--- src/core/sgp_consts.svh ---
// Register map, field positions, reset values and widths of the pin/pen/conversion block.
// Assumes inclusion by bare name from the package and the top module.
`ifndef SGP_CONSTS_SVH
`define SGP_CONSTS_SVH
`define SGP_ADDR_W        8
`define SGP_DATA_W        10
`define SGP_INPUT_SELECT_W        2
`define SGP_NPIN          4
`define SGP_OFS_PIN_CTRL  8'h00
`define SGP_OFS_CONV_CTRL 8'h04
`define SGP_OFS_RESULT    8'h08
`define SGP_OFS_IRQ_STAT  8'h0c
`define SGP_OFS_IRQ_MASK  8'h10
`define SGP_PIN_LVL_LSB   0
`define SGP_PIN_OE_LSB    4
`define SGP_PEN_EN_BIT    8
`define SGP_PEN_STAT_BIT  9
`define SGP_CC_START_BIT  0
`define SGP_CC_TOUCH_BIT  1
`define SGP_RES_INPUT_SELECT_LSB  12
`define SGP_RES_BUSY_BIT  15
`define SGP_IRQ_DONE_BIT  0
`define SGP_IRQ_PEN_BIT   1
`define SGP_NIRQ          2
`define SGP_PIN_CTRL_RST  9'h000
`define SGP_OE_N_RST      4'hf
`define SGP_RESP_OKAY     2'h0
`define SGP_RESP_SLVERR   2'h2
`endif

--- src/core/sgp_pkg.sv ---
// Types shared by the pin/pen/conversion block.
// Assumes sgp_consts.svh is on the include path.
`include "sgp_consts.svh"
package sgp_pkg;
	typedef enum logic [0:0] {
		SGP_STANDBY = 1'b0,
		SGP_CONVERT = 1'b1
	} sgp_state_e;

	typedef struct packed {
		logic [`SGP_NPIN-1:0] level;
		logic [`SGP_NPIN-1:0] oe_n;
	} sgp_pin_s;

	typedef struct packed {
		logic                  touch;
		logic [1:0]            pos_sel;
		logic [1:0]            neg_sel;
	} sgp_ref_s;

	typedef struct packed {
		logic                  awready;
		logic                  wready;
		logic                  aw_got;
		logic                  w_got;
		logic [`SGP_ADDR_W-1:0] awaddr;
		logic [15:0]           wdata;
		logic [1:0]            wstrb;
		logic                  bvalid;
		logic [1:0]            bresp;
		logic                  arready;
		logic                  rvalid;
		logic [1:0]            rresp;
		logic [15:0]           rdata;
	} sgp_bus_s;

	typedef struct packed {
		sgp_bus_s              bus;
		logic [8:0]            pin_ctrl;
		logic                  pen;
		logic                  touch_mode;
		logic                  start;
		logic                  busy;
		logic                  standby;
		sgp_state_e            state;
		logic [`SGP_INPUT_SELECT_W-1:0] sel;
		logic [`SGP_DATA_W-1:0] result;
		logic                  conv_go;
		logic [`SGP_NIRQ-1:0]  status;
		logic [`SGP_NIRQ-1:0]  mask;
		logic                  irq;
		sgp_pin_s              pin;
		sgp_ref_s              refs;
	} sgp_state_s;
endpackage

--- src/core/sgp_top.sv ---
// Pin output, pen status and conversion sequencing block with an AXI4-Lite slave.
// Assumes a converter core that takes a start pulse and answers with a done pulse.
//
// Our own choices: the AXI4-Lite slave port and the placing of the registers.
`timescale 1ns/100ps
`include "sgp_consts.svh"
module sgp_top (
	// Clock, reset, enable
	input  wire logic                   core_clk_in,
	input  wire logic                   sys_rst_in,
	input  wire logic                   clk_en_in,
	// AXI4-Lite write address
	input  wire logic                   s_axi_awvalid_in,
	input  wire logic [`SGP_ADDR_W-1:0] s_axi_awaddr_in,
	output logic                        s_axi_awready_out,
	// AXI4-Lite write data
	input  wire logic                   s_axi_wvalid_in,
	input  wire logic [31:0]            s_axi_wdata_in,
	input  wire logic [3:0]             s_axi_wstrb_in,
	output logic                        s_axi_wready_out,
	// AXI4-Lite write response
	output logic                        s_axi_bvalid_out,
	output logic [1:0]                  s_axi_bresp_out,
	input  wire logic                   s_axi_bready_in,
	// AXI4-Lite read address
	input  wire logic                   s_axi_arvalid_in,
	input  wire logic [`SGP_ADDR_W-1:0] s_axi_araddr_in,
	output logic                        s_axi_arready_out,
	// AXI4-Lite read data
	output logic                        s_axi_rvalid_out,
	output logic [31:0]                 s_axi_rdata_out,
	output logic [1:0]                  s_axi_rresp_out,
	input  wire logic                   s_axi_rready_in,
	// Converter core
	output logic                        conv_start_out,
	output logic [`SGP_INPUT_SELECT_W-1:0]      conv_channel_out,
	output logic                        conv_standby_out,
	input  wire logic                   conv_done_in,
	input  wire logic [`SGP_DATA_W-1:0] conv_data_in,
	// Pen detector
	input  wire logic                   pen_detect_in,
	// Analog pins used as outputs
	output logic [`SGP_NPIN-1:0]        pin_level_out,
	output logic [`SGP_NPIN-1:0]        pin_oe_n_out,
	// Reference steering for touch panel mode
	output logic                        ref_touch_out,
	output logic [1:0]                  ref_pos_sel_out,
	output logic [1:0]                  ref_neg_sel_out,
	// Interrupt
	output logic                        irq_out
);

	localparam sgp_pkg::sgp_state_s RST_VAL = '{
		bus:        '0,
		pin_ctrl:   `SGP_PIN_CTRL_RST,
		pen:        1'b0,
		touch_mode: 1'b0,
		start:      1'b0,
		busy:       1'b0,
		standby:    1'b1,
		state:      sgp_pkg::SGP_STANDBY,
		sel:        '0,
		result:     '0,
		conv_go:    1'b0,
		status:     '0,
		mask:       '0,
		irq:        1'b0,
		pin:        '{level: '0, oe_n: `SGP_OE_N_RST},
		refs:       '0
	};

	sgp_pkg::sgp_state_s q;
	sgp_pkg::sgp_state_s n;

	always_comb begin
		logic [15:0]           m;
		logic [15:0]           rd;
		logic [`SGP_NIRQ-1:0]  set;
		logic [`SGP_NIRQ-1:0]  clr;
		logic                  do_wr;
		logic                  start_req;
		logic [`SGP_NPIN-1:0]  oe;
		logic [`SGP_NPIN-1:0]  lv;
		m = {{8{q.bus.wstrb[1]}}, {8{q.bus.wstrb[0]}}};
		rd = 16'h0000;
		set = '0;
		clr = '0;
		start_req = 1'b0;
		do_wr = 1'b0;
		oe = '0;
		lv = '0;
		n = q;
		n.conv_go = 1'b0;

		// Address and data are caught independently
		if (s_axi_awvalid_in && q.bus.awready) begin
			n.bus.aw_got = 1'b1;
			n.bus.awaddr = s_axi_awaddr_in;
		end
		if (s_axi_wvalid_in && q.bus.wready) begin
			n.bus.w_got = 1'b1;
			n.bus.wdata = s_axi_wdata_in[15:0];
			n.bus.wstrb = s_axi_wstrb_in[1:0];
		end
		if (q.bus.bvalid && s_axi_bready_in) begin
			n.bus.bvalid = 1'b0;
		end

		do_wr = q.bus.aw_got && q.bus.w_got && !q.bus.bvalid;
		if (do_wr) begin
			n.bus.aw_got = 1'b0;
			n.bus.w_got = 1'b0;
			n.bus.bvalid = 1'b1;
			n.bus.bresp = `SGP_RESP_OKAY;
			case ({q.bus.awaddr[`SGP_ADDR_W-1:2], 2'b00})
				`SGP_OFS_PIN_CTRL: begin
					n.pin_ctrl = (q.pin_ctrl & ~m[8:0]) | (q.bus.wdata[8:0] & m[8:0]);
				end
				`SGP_OFS_CONV_CTRL: begin
					if (m[`SGP_CC_START_BIT] && q.bus.wdata[`SGP_CC_START_BIT]) begin
						start_req = 1'b1;
					end
					if (m[`SGP_CC_TOUCH_BIT]) begin
						n.touch_mode = q.bus.wdata[`SGP_CC_TOUCH_BIT];
					end
				end
				`SGP_OFS_RESULT: begin
					// Input number is frozen while a conversion runs
					if (m[`SGP_RES_INPUT_SELECT_LSB + 1] && !q.busy) begin
						n.sel = q.bus.wdata[`SGP_RES_INPUT_SELECT_LSB +: `SGP_INPUT_SELECT_W];
					end
				end
				`SGP_OFS_IRQ_STAT: begin
					clr = q.bus.wdata[`SGP_NIRQ-1:0] & m[`SGP_NIRQ-1:0];
				end
				`SGP_OFS_IRQ_MASK: begin
					if (m[0]) begin
						n.mask = q.bus.wdata[`SGP_NIRQ-1:0];
					end
				end
				default: begin
					n.bus.bresp = `SGP_RESP_SLVERR;
				end
			endcase
		end

		// Read path
		if (q.bus.rvalid && s_axi_rready_in) begin
			n.bus.rvalid = 1'b0;
		end
		if (s_axi_arvalid_in && q.bus.arready) begin
			n.bus.rvalid = 1'b1;
			n.bus.rresp = `SGP_RESP_OKAY;
			case ({s_axi_araddr_in[`SGP_ADDR_W-1:2], 2'b00})
				`SGP_OFS_PIN_CTRL: begin
					rd[8:0] = q.pin_ctrl;
					rd[`SGP_PEN_STAT_BIT] = q.pen;
				end
				`SGP_OFS_CONV_CTRL: begin
					rd[`SGP_CC_START_BIT] = q.start;
					rd[`SGP_CC_TOUCH_BIT] = q.touch_mode;
				end
				`SGP_OFS_RESULT: begin
					rd[`SGP_DATA_W-1:0] = q.result;
					rd[`SGP_RES_INPUT_SELECT_LSB +: `SGP_INPUT_SELECT_W] = q.sel;
					rd[`SGP_RES_BUSY_BIT] = q.busy;
				end
				`SGP_OFS_IRQ_STAT: begin
					rd[`SGP_NIRQ-1:0] = q.status;
				end
				`SGP_OFS_IRQ_MASK: begin
					rd[`SGP_NIRQ-1:0] = q.mask;
				end
				default: begin
					n.bus.rresp = `SGP_RESP_SLVERR;
				end
			endcase
			n.bus.rdata = rd;
		end

		// Conversion sequencing
		case (q.state)
			sgp_pkg::SGP_STANDBY: begin
				if (start_req) begin
					n.state = sgp_pkg::SGP_CONVERT;
					n.start = 1'b1;
					n.busy = 1'b1;
					n.conv_go = 1'b1;
				end
			end
			sgp_pkg::SGP_CONVERT: begin
				if (conv_done_in) begin
					n.state = sgp_pkg::SGP_STANDBY;
					n.start = 1'b0;
					n.busy = 1'b0;
					n.result = conv_data_in;
					set[`SGP_IRQ_DONE_BIT] = 1'b1;
				end
			end
			default: begin
				n.state = sgp_pkg::SGP_STANDBY;
			end
		endcase

		// Standby indication is registered so the pin comes straight from a flop
		n.standby = !n.busy;

		// Pen contact level and its rising edge event
		n.pen = pen_detect_in;
		set[`SGP_IRQ_PEN_BIT] = pen_detect_in && !q.pen;

		// A new event beats a clear in the same cycle
		n.status = (q.status & ~clr) | set;
		n.irq = (|(n.status & n.mask)) || (n.pen && n.pin_ctrl[`SGP_PEN_EN_BIT]);

		// Pin drivers
		oe = n.pin_ctrl[`SGP_PIN_OE_LSB +: `SGP_NPIN];
		lv = n.pin_ctrl[`SGP_PIN_LVL_LSB +: `SGP_NPIN];
		n.pin.oe_n = ~oe;
		n.pin.level = lv & oe;

		// Axis decode: one pin of a pair driven high, the other low
		n.refs = '0;
		if (n.touch_mode) begin
			if (oe[0] && oe[2] && lv[0] && !lv[2]) begin
				n.refs.touch = 1'b1;
				n.refs.pos_sel = 2'd0;
				n.refs.neg_sel = 2'd2;
			end else if (oe[1] && oe[3] && lv[1] && !lv[3]) begin
				n.refs.touch = 1'b1;
				n.refs.pos_sel = 2'd1;
				n.refs.neg_sel = 2'd3;
			end
		end

		n.bus.awready = !n.bus.aw_got && !n.bus.bvalid;
		n.bus.wready = !n.bus.w_got && !n.bus.bvalid;
		n.bus.arready = !n.bus.rvalid;
	end

	always_ff @(posedge core_clk_in) begin
		if (sys_rst_in) begin
			q <= RST_VAL;
		end else if (clk_en_in) begin
			q <= n;
		end
	end

	assign s_axi_awready_out = q.bus.awready;
	assign s_axi_wready_out  = q.bus.wready;
	assign s_axi_bvalid_out  = q.bus.bvalid;
	assign s_axi_bresp_out   = q.bus.bresp;
	assign s_axi_arready_out = q.bus.arready;
	assign s_axi_rvalid_out  = q.bus.rvalid;
	assign s_axi_rdata_out   = {16'h0000, q.bus.rdata};
	assign s_axi_rresp_out   = q.bus.rresp;
	assign conv_start_out    = q.conv_go;
	assign conv_channel_out  = q.sel;
	assign conv_standby_out  = q.standby;
	assign pin_level_out     = q.pin.level;
	assign pin_oe_n_out      = q.pin.oe_n;
	assign ref_touch_out     = q.refs.touch;
	assign ref_pos_sel_out   = q.refs.pos_sel;
	assign ref_neg_sel_out   = q.refs.neg_sel;
	assign irq_out           = q.irq;

endmodule // sgp_top

--- config.mk ---
export PLATFORM = sky130hd
export DESIGN_NAME = sgp_top
export DESIGN_NICKNAME = d
export VERILOG_FILES = /design/src/core/sgp_pkg.sv /design/src/core/sgp_top.sv
export VERILOG_INCLUDE_DIRS = /design/src /design/src/core
export SDC_FILE = /design/constraint.sdc
export NUM_CORES = 1
export LEC_CHECK = 0
export BUFFER_PORTS_ARGS = -buffer_cell sky130_fd_sc_hd__buf_2
export CORE_UTILIZATION = 55
export CTS_CLUSTER_SIZE = 16
export DETAILED_ROUTE_END_ITERATION = 6
export GPL_TIMING_DRIVEN = 0
export PLACE_DENSITY = 0.95
export SETUP_SLACK_MARGIN = 0.2
export SLEW_MARGIN = 20
export SYNTH_ARGS = -nofsm -noshare
export SYNTH_HDL_FRONTEND = slang
export SYNTH_SLANG_ARGS = --single-unit
--- constraint.sdc ---
create_clock -name core_clk_in -period 3.91 [get_ports core_clk_in]
set_clock_uncertainty 0.1 [all_clocks]
set_input_delay 0.391 -clock core_clk_in [delete_from_list [all_inputs] [get_ports core_clk_in]]
set_output_delay 0.391 -clock core_clk_in [all_outputs]
set_load 0.01 [all_outputs]
### After elaboration in Yosys (flattened, before gate mapping)

Cells that the tools add are included.

* word-level logic and storage cells: 133
* bits in registers: 94
* output and inout port bits: 59

* muxes and demuxes: 38
* reductions and logical operators: 42
* equal/unequal tests: 10
* bitwise operators: 12

Operator list (count)
* $eq A6 B2 Y1 const B: 4
* $mux W2: 11
* $logic_and A1 B1 Y1: 19
* $mux W19: 1
* $and A9 B9 Y9: 2
* $mux W9: 2
* $mux W1: 16
* $pmux W8 S2: 1
* $mux W5: 3
* $eq A6 B1 Y1 const B: 2
* $eq A6 B3 Y1 const B: 2
* $logic_not A6 Y1: 2
* $logic_not A1 Y1: 10
* $pmux W2 S5: 1
* $reduce_or A5 Y1: 2
* $not A9 Y9: 1
* $or A9 B9 Y9: 1
* $reduce_and A2 Y1: 4
* $and A2 B2 Y2: 3
* $reduce_and A3 Y1: 2
* $and A4 B4 Y4: 1
* $ne A2 B2 Y1 const B: 2
* $not A4 Y4: 1
* $pmux W2 S2: 1
* 8 further kinds: 8

### Logic depth before layout (Yosys ltp)

Gate-level depths: netlist of run 1.

* depth after elaboration: 11
* depth in mapped cells: 6
* depth with buffers taken out: 4

### Worst setup path before layout of run 1

No wires, ideal clock.

* kind: in2reg
* start: in s_axi_araddr_in[2]
* end: reg q, in the netlist s_axi_rdata_out[0]
* arrival: 1.583 ns
* path buffers: 1
* required time: 3.731 ns
* library setup time: 0.079 ns
* path slack: 2.148 ns
* stages on the path: 5
* path through: or4_4 nor3b_4 buf_6 a21oi_1 a211oi_2

* word-level cells in the longest chain between the ends: 2
* elaborated cells between the ends (all ways): 6
* those cells by class: eq/ne: 4; mux: 1; reduce/logical: 1

RTL lines
* start: declaration: line sgp_top.sv:27 `` input wire logic [`SGP_ADDR_W-1:0] s_axi_araddr_in, ``
* $eq A6 B3 Y1 (tied with other cells): line sgp_top.sv:154 `` case ({s_axi_araddr_in[`SGP_ADDR_W-1:2], 2'b00}) ``
* $pmux W2 S5 (*): line sgp_top.sv:154
* end signal: assignment: line sgp_top.sv:245 `q <= n;`
* end: declaration: line sgp_top.sv:72 `sgp_pkg::sgp_state_s q;`

Every way passes the cells marked *; elsewhere a longest branch is shown, timed or not.
A chain may end at the register's enable or synchronous reset.

### Final worst setup path of run 1

* start: reg q[89] in the netlist's numbering
* end: reg q[41] in the netlist's numbering

* word-level cells in the longest chain between the ends: 3

RTL lines
* $logic_not A6 Y1: line sgp_top.sv:115 `` case ({q.bus.awaddr[`SGP_ADDR_W-1:2], 2'b00}) ``
* $mux W9: line sgp_top.sv:115
* $mux W9: line sgp_top.sv:110 `if (do_wr) begin`

Every way passes these cells.

==> metrics.txt, run 1 <==
status=finished clean; fmax=between 500 and 600 MHz; area of the multi-input gates=1880 um^2; Worst Hold Class=in -> reg; Avg Vias per Cell=about 5.6; Pwr Density=364 nW/um^2; CTS root buffer=clkbuf_8; total wire length=10300 um; synth cell count leaders=84 x dfxtp_1, 68 x nand2_1, 52 x buf_4; later-pin clock latency in the skew report=roughly 350 ps; Leakage=about 2.2 nW; CTS tree=yes; Post-CTS Resized=0; MaxCap Viol Count=0; vias in the first global route=roughly 3400; Final Hold Fails=0; FF/Latch Area=about 1700 um^2; total congestion overflow=0; prevailing post-synth register cell=dfxtp_1; maximum vdd drop=about 0.00024 V; cell taking the most area after synthesis=dfxtp_1; Critical Path, Cell by Cell=nor3_2, buf_2, nand4_1, mux2i_1, nor2_1; Crit-path slowest cell=nand4_1; drt initial violations=between 300 and 400; Synth Register Bits=84; Final WS setup=1920 ps; Core Region=6940 um^2; # clock sinks=84; area share of the largest cell type after synthesis=41.8%; Die Wd=~90 um; Reg clk slew, reported paths=90 ps; setup TNS=0 ps; Seq/Total Area, Yosys=41.8%; layout cell share with drive strength beyond 1=between 20 and 30%; smallest hold slack=168 ps; die area=7670 um^2; total CTS buffers=9; CP endpoint kind=flip-flop; drt wl/cell=between 15 and 20 um; port bufs=slightly below 80; final period utilization=50.9%; kind of critical path=reg -> reg; CTS Buffer Depth=2; synth-to-layout area growth=20.2%; Final ANT Viol Nets=0; number of flops mapped to enable cells by yosys=0; htree depth=3; Ys Warns=0; CP Max Fanout=10; cell with the most instances after synthesis=dfxtp_1; pre-CTS setup slack=~1700 ps; Syn Area/Cell=approximately 8.5 um^2; cell area after synthesis=a little over 4000 um^2; top cells by area, synth=dfxtp_1 42%, buf_4 9.7%, nand2_1 6.3%; Mapped Cells=roughly 470; global-route wire length before repair=around 16000 um; row cnt=30; RSZ-0062 raised after global routing=no; antenna cells=0; Post-layout nets=656; Post-DP HPWL=about 7600 um; fillers=543; first drt pass iteration count=5; post-synth cell types=48; worst endpoint data arrival time=~2100 ps; drc violations=0; via count=between 3000 and 4000; Worst Tran Pin Value=around 900 ps; largest net degree at the start of global routing=16; initial core utilization=between 50% and 60%; Max-slew headroom=40.8%; Post-CTS Hold Fix Bufs=0; Startpoint Class=flip-flop; Worst path max stage delay=400 ps; CP required=4040 ps; GRT Total Usage=between 20 and 30%; Final setup viols=0; Post-synth ARST share=0%; shortest period the worst path allows=~2000 ps; routability cong.=roughly 0.93; max-slew violation count=0; initial antenna violation count=0; Die H=87.6 um; setup bufs post-CTS=0; # IOs=roughly 130
report_power, final:
group | internal [mW] | leakage (nW) | switching, mW | total [mW]
sequential | 0.876 | 0.682 | 0.0187 | 0.895
clock | 0.363 | 0.110 | 0.324 | 0.687
combinational | 0.0793 | 1.36 | 0.102 | 0.181
total | 1.32 | 2.15 | 0.445 | 1.76
cells by family after synthesis:
kind of cell | Yosys count | share of synthesized area [%]
AO/OA/AOI/OAI | 96 | 15.9
AND/OR/NAND/NOR | 174 | 21.5
multiplexers | 28 | 7.18
buffers and inverters | 91 | 13.6
flip-flops | 84 | 41.8
other | 1 | 0.0931
worst max-delay path: cells and delay by family, from the launching register on:
kind,cells,cell delay [ps]
mux,1,310
flops,1,390
buf+inv,1,270
simple gates,3,790
per-stage QoR:
stage          util (%)  std cells  cell area (um^2)  total power, mW
3_5_place_dp       66.5        669              4620             1.09
4_1_cts            69.7        685              4840             1.77
3_3_place_gp       66.5        669              4620             1.09
2_1_floorplan         -        495              4110             1.03
5_1_grt            69.7        685              4840             1.83
6_report           69.7        685              4840             1.76
layer usage:
layer	vias to the layer above	global-route usage [%]	routed length (um)	part of all wire [%]
li1	1830	-	-	-
met1	1740	35.7	4290	41
met2	213	45.1	4950	48
met3	29	4.90	872	8.4
met4	0	13.1	221	2.1
met5	-	0	0	0
worst paths after layout:
check / end / cells past startpoint / startpoint / slack (ps)
setup / recovery: q[41] / 5 / q[89] / 1920
hold reg to reg: s_axi_rresp_out[1] / 2 / s_axi_rresp_out[1] / 360
hold / removal: q[78] / 3 / s_axi_wdata_in[7] / 170
setup reg to reg: q[41] / 5 / q[89] / 1920
cell usage in the layout, fill, tap and decap left out, types with 11 or more instances in the layout:
cell / Yosys / final
buf_2: 3 / 81
nand3_1: 16 / 16
dfxtp_1: 84 / 84
a21oi_1: 43 / 43
inv_1: 11 / 11
nand2_1: 68 / 68
clkbuf_1: 22 / 22
buf_4: 52 / 52
conb_1: 1 / 22
nor3_1: 14 / 14
mux2i_1: 21 / 21
nor2_1: 39 / 39
cell type report:
cell class | instances | share of cell area (%)
inverter | 11 | 0.853
buffer | 80 | 10.5
timing repair buffer | 78 | 8.07
sequential | 84 | 34.7
clock inverter | 7 | 2.04
clock buffer | 9 | 2.56
tap | 96 | 2.48
multi-input combinational | 320 | 38.8
sequential cells by signal, indices dropped and copies added (netlist names), 2 cells and up:
| name | count |
|---|---|
| q | 49 |
| s_axi_rdata_out | 13 |
| conv_channel_out | 2 |
| pin_oe_n_out | 4 |
| pin_level_out | 4 |
No activity file was read; power rests on OpenSTA's default activity.
==> run 2: changes to the inputs <==
Settings changed: CORE_UTILIZATION 55 to 46, PLACE_DENSITY 0.95 to 0.86.
Clock period 3.91 ns to 1.8 ns, I/O delays scaled along.
==> run 2 against run 1 <==
Effect of this change: cell area increased by 15%; largest power group unchanged; global-route usage is 2.1 points lower; total power up 130%; core utilization fell by 2.7 points; routed wire length grew 11%; maximum frequency grew 18%; via count grew 6.6%; sequential share of layout area decreased by 4.2 points; clock-buffer cell count increased by 2; critical endpoint is now ref_neg_sel_out[0].
==> metrics.txt, run 2 (same netlist as run 1, synthesis figures left out) <==
status=finished clean; port bufs=between 70 and 80; kind of critical path=reg -> reg; later-pin clock latency in the skew report=360 ps; antenna cells=0; total wire length=between 10000 and 15000 um; R2R Path Start=q[94]; worst hold endpoint=s_axi_wready_out; final period utilization=94.0%; flip-flop count of the largest register after layout=49; register-to-register setup slack=about 110 ps; Final Hold Fails=0; Avg Vias per Cell=between 5 and 6; non-filler cells, final=746; global-route wire length before repair=17700 um; DP Cell Count=678; layout cell share with drive strength beyond 1=between 30% and 40%; CP required=1970 ps; Die Wd=95.6 um; CTS Buffer Depth=2; routability cong.=between 0.9 and 1; Leakage=2.47 nW; Crit-path slowest cell=dfxtp_4; Crit path max-delay family=flip-flops; commonest non-fill, non-tap cell in the layout=buf_2; MaxCap Viol Count=0; Worst Tran Pin Value=~650 ps; drc violations=0; via count=~4100; maximum vdd drop=roughly 0.00055 V; vias in the first global route=roughly 3800; fillers=633; Die H=95.6 um; Final setup viols=0; total congestion overflow=0; worst path bufs/invs=2; CP Max Fanout=5; Max-slew headroom=between 50% and 60%; total CTS buffers=9; CP endpoint kind=flip-flop; HP Start=s_axi_wvalid_in; Core Region=around 8300 um^2; htree depth=3; Pwr Density=~720 nW/um^2; Post-layout nets=708; max-slew violation count=0; shortest period the worst path allows=1690 ps; design area=5590 um^2; row cnt=33; # IOs=about 130; Hold Path Stages=3; largest net degree at the start of global routing=14; pre-CTS setup slack=-323 ps; synth-to-layout area growth=38.7%; R2R cell count=6; first drt pass iteration count=5; most frequent cells in the layout=80 x buf_2, 73 x dfxtp_1, 67 x nand2_1, 64 x buf_4, 39 x a21oi_1; GRT Total Usage=25.6%; Reg with most FFs=q; placed inst area=approximately 4600 um^2; Startpoint Class=flip-flop; setup TNS=0 ps; reg2reg end=ref_neg_sel_out[0]; drt wl/cell=about 15 um; CTS tree=yes; most frequent cell on the critical path=buf_4; Worst path max stage delay=just under 400 ps; CTS root buffer=clkbuf_8; Worst Hold Class=in -> reg; drt initial violations=369; Final ANT Viol Nets=0; worst endpoint data arrival time=1860 ps; # clock sinks=84; Tot Pwr=between 4 and 5 mW; RSZ-0062 raised after global routing=yes; initial core utilization=between 40% and 50%; fmax=a little under 600 MHz; Post-DP HPWL=just under 8000 um; Reg clk slew, reported paths=80 ps; Critical Path, Cell by Cell=nor3_4, buf_4, nand3_4, buf_4, mux2i_1, o41ai_2; initial antenna violation count=0; die area=9130 um^2; Final WS setup=~110 ps
run 2: final cells by class:
cell class / instances / area, um^2 / area share, %
clock buffers: 11 / 131 / 2.35
clock inverters: 5 / 100 / 1.79
inverters: 11 / 41.3 / 0.739
multi-input cells: 320 / 2040 / 36.6
well taps: 105 / 131 / 2.35
plain buffers: 80 / 539 / 9.65
flip-flops and latches: 84 / 1710 / 30.6
repair buffers: 130 / 891 / 15.9
run 2: metal layers:
| metal | global-route usage [%] | wire length, um |
|---|---|---|
| met1 | 31.2 | 4750 |
| met2 | 43.4 | 5450 |
| met3 | 5.66 | 947 |
| met4 | 10.3 | 314 |
| met5 | 0 | 0 |
run 2: timing repair:
action	CTS	global route
endpoints found under the hold margin	29	0
hold buffers	29	0
resized for setup	36	40
pin swaps	10	12
endpoints found under the setup margin	55	54
buffers inserted	11	12
run 2: worst min-delay path: cells and delay by family:
kind / cells / cell delay, ps
AOI/OAI and AO/OA: 2 / 160
buffers and inverters: 1 / 100
run 2: through the flow:
stage / utilization, % / hold slack [ps]
floorplan: - / 216
global placement: 55.7 / 317
detailed placement: 55.7 / 326
CTS: 64.5 / 16.3
global route: 67.0 / 56.4
finish: 67.0 / 27.0
run 2: how the worst max path moves through the flow:
stage / start / end / slack [ps] / depth (start not counted)
2_1_floorplan: q[90] / pin_oe_n_out[0] / 220 / 6
3_3_place_gp: clk_en_in / s_axi_bvalid_out / -290 / 6
3_5_place_dp: clk_en_in / s_axi_bvalid_out / -320 / 6
4_1_cts: q[90] / pin_oe_n_out[0] / 90 / 6
5_1_grt: q[92] / ref_neg_sel_out[0] / 60 / 6
6_report: q[94] / ref_neg_sel_out[0] / 110 / 6
run 2: power breakdown:
group / leakage (nW) / switching, mW / internal (mW) / total [mW]
combinational: 1.67 / 0.246 / 0.243 / 0.489
sequential: 0.689 / 0.0452 / 1.90 / 1.94
clock: 0.117 / 0.654 / 0.918 / 1.57
total: 2.47 / 0.945 / 3.06 / 4.00
==> run 3: changes to the inputs <==
==> constraint.sdc (replaced) <==
create_clock -name core_clk_in -period 1.8 [get_ports core_clk_in]
set_clock_uncertainty 0.1 [all_clocks]
set_input_delay 0.09 -clock core_clk_in [delete_from_list [all_inputs] [get_ports core_clk_in]]
set_output_delay 0.09 -clock core_clk_in [all_outputs]
set_load 0.01 [all_outputs]
==> run 3 against run 2 <==
Effect of this change: cell count increased by 0.80%; clock-buffer cell count unchanged; global-route usage increased by 0.26 points; sequential share of layout area decreased by 0.16 points; largest cell class unchanged.
==> metrics.txt, run 3 (same netlist as run 1, synthesis figures left out) <==
fmax=around 560 MHz; cell internal pwr=around 3 mW; drt wl/cell=roughly 16 um; worst endpoint data arrival time=between 1500 and 2000 ps; Avg Vias per Cell=~5.5; Die H=about 96 um; RSZ-0062 raised after global routing=yes; synth-to-layout area growth=39.9%; htree depth=3; met1 usage=between 30% and 40%; initial antenna violation count=0; Post-DP HPWL=slightly below 8000 um; Die Wd=95.6 um; CTS tree=yes; CP required=1920 ps; # IOs=131; Worst path max stage delay=450 ps; met2 Use GR=between 40 and 50%; Psw=0.956 mW; CTS Buffer Depth=2; met3 global-route usage=5.82%; Combinational Power Share=between 10 and 15%; Max-slew headroom=around three fifths; vias in the first global route=about 3800; first drt pass iteration count=5; Startpoint Class=flip-flop; Crit path max-delay family=compound AO/OA/AOI/OAI gates; # clock sinks=84; Final Hold Fails=0; Sw Share=between 20% and 30%; Final ANT Viol Nets=0; max-slew violation count=0; Post-layout nets=roughly 710; worst path bufs/invs=1; drc violations=0; flip-flop count of the largest register after layout=49; Critical Path, Cell by Cell=and4b_2, buf_6, a41oi_2, a311oi_1, a311oi_2; non-filler cells, final=752; port bufs=78; most frequent cells in the layout=81 x buf_2, 73 x dfxtp_1, 67 x nand2_1, 65 x buf_4, 40 x a21oi_1; Worst Tran Pin Value=about 630 ps; Reg clk slew, reported paths=80 ps; initial core utilization=between 40% and 50%; row cnt=33; kind of critical path=reg -> reg; total CTS buffers=9; placed inst area=4640 um^2; commonest non-fill, non-tap cell in the layout=buf_2; total wire length=12100 um; global-route wire length before repair=between 15000 and 20000 um; Final setup viols=0; DP Cell Count=just under 700; status=finished clean; CP endpoint kind=flip-flop; MaxCap Viol Count=0; CTS root buffer=clkbuf_8; Worst Hold Class=in -> reg; Crit-path slowest cell=a311oi_1; routability cong.=0.905; maximum vdd drop=0.000528 V; fillers=around 600; largest net degree at the start of global routing=14; design area=roughly 5600 um^2; Top Usage Layer GRT=met2; later-pin clock latency in the skew report=360 ps; pre-CTS setup slack=-233 ps; Final WS setup=5.43 ps; clock share of power=between 30% and 40%; die area=9130 um^2; Reg power frac=approximately half; layout cell share with drive strength beyond 1=35.5%; setup TNS=0 ps; shortest period the worst path allows=approximately 1800 ps; via count=~4100; Reg with most FFs=q; Leakage=approximately 2.5 nW; Core Region=about 8300 um^2; Pwr Density=around 710 nW/um^2; GRT Total Usage=approximately a quarter; drt initial violations=about 350; final period utilization=between 90% and 100%; total congestion overflow=0; CP Max Fanout=8; antenna cells=0
-- run 3: per-layer routing --
layer  part of all wire [%]  vias to the layer above
li1                       -                     1939
met1                     40                     1934
met2                     49                      249
met3                    8.6                       26
met4                    1.7                        0
met5                      0                        -
-- run 3: what timing repair did --
item | CTS | global route
pin swaps | 8 | 15
hold buffers | 35 | 0
endpoints found under the hold margin | 37 | 0
resized for setup | 29 | 44
setup endpoints to repair | 41 | 60
setup buffers | 13 | 10
-- run 3: layout make-up --
cell class,count,area (um^2),area share (%)
Buffer,80,542,9.62
Clock buffer,11,131,2.33
Clock inverter,5,100,1.78
Inverter,11,41.3,0.733
Multi-Input combinational cell,320,2030,36.1
Sequential cell,84,1710,30.4
Tap cell,105,131,2.33
Timing Repair Buffer,136,943,16.7
-- run 3: worst register-to-register path: stages, from the launching register on --
cell	delay, ps
dfxtp_4	340
and4b_2	320
buf_6	150
a41oi_2	190
a311oi_1	450
a311oi_2	100
-- run 3: path summary, 6_finish.rpt --
kind	to	slack (ps)	from	cells after the start
max	ref_touch_out	5	s_axi_bvalid_out	5
min	s_axi_rresp_out[1]	50	s_axi_araddr_in[2]	4
max reg2reg	ref_touch_out	5	s_axi_bvalid_out	5
min reg2reg	q[20]	360	q[20]	2
-- run 3: power by group through the flow --
stage,clock (mW),sequential (mW),combinational (mW)
floorplan,0,1.98,0.256
global placement,0,1.98,0.379
detailed placement,0,1.99,0.387
CTS,1.59,1.94,0.461
global route,1.67,1.95,0.548
finish,1.58,1.94,0.503
-- run 3: per-stage QoR --
step | util, % | total power, mW | hold WS, ps
floorplan | - | 2.23 | 126
global placement | 55.7 | 2.36 | 227
detailed placement | 55.7 | 2.37 | 236
CTS | 65.0 | 4.00 | 31.2
global route | 67.5 | 4.16 | 58.7
finish | 67.5 | 4.02 | 48.8
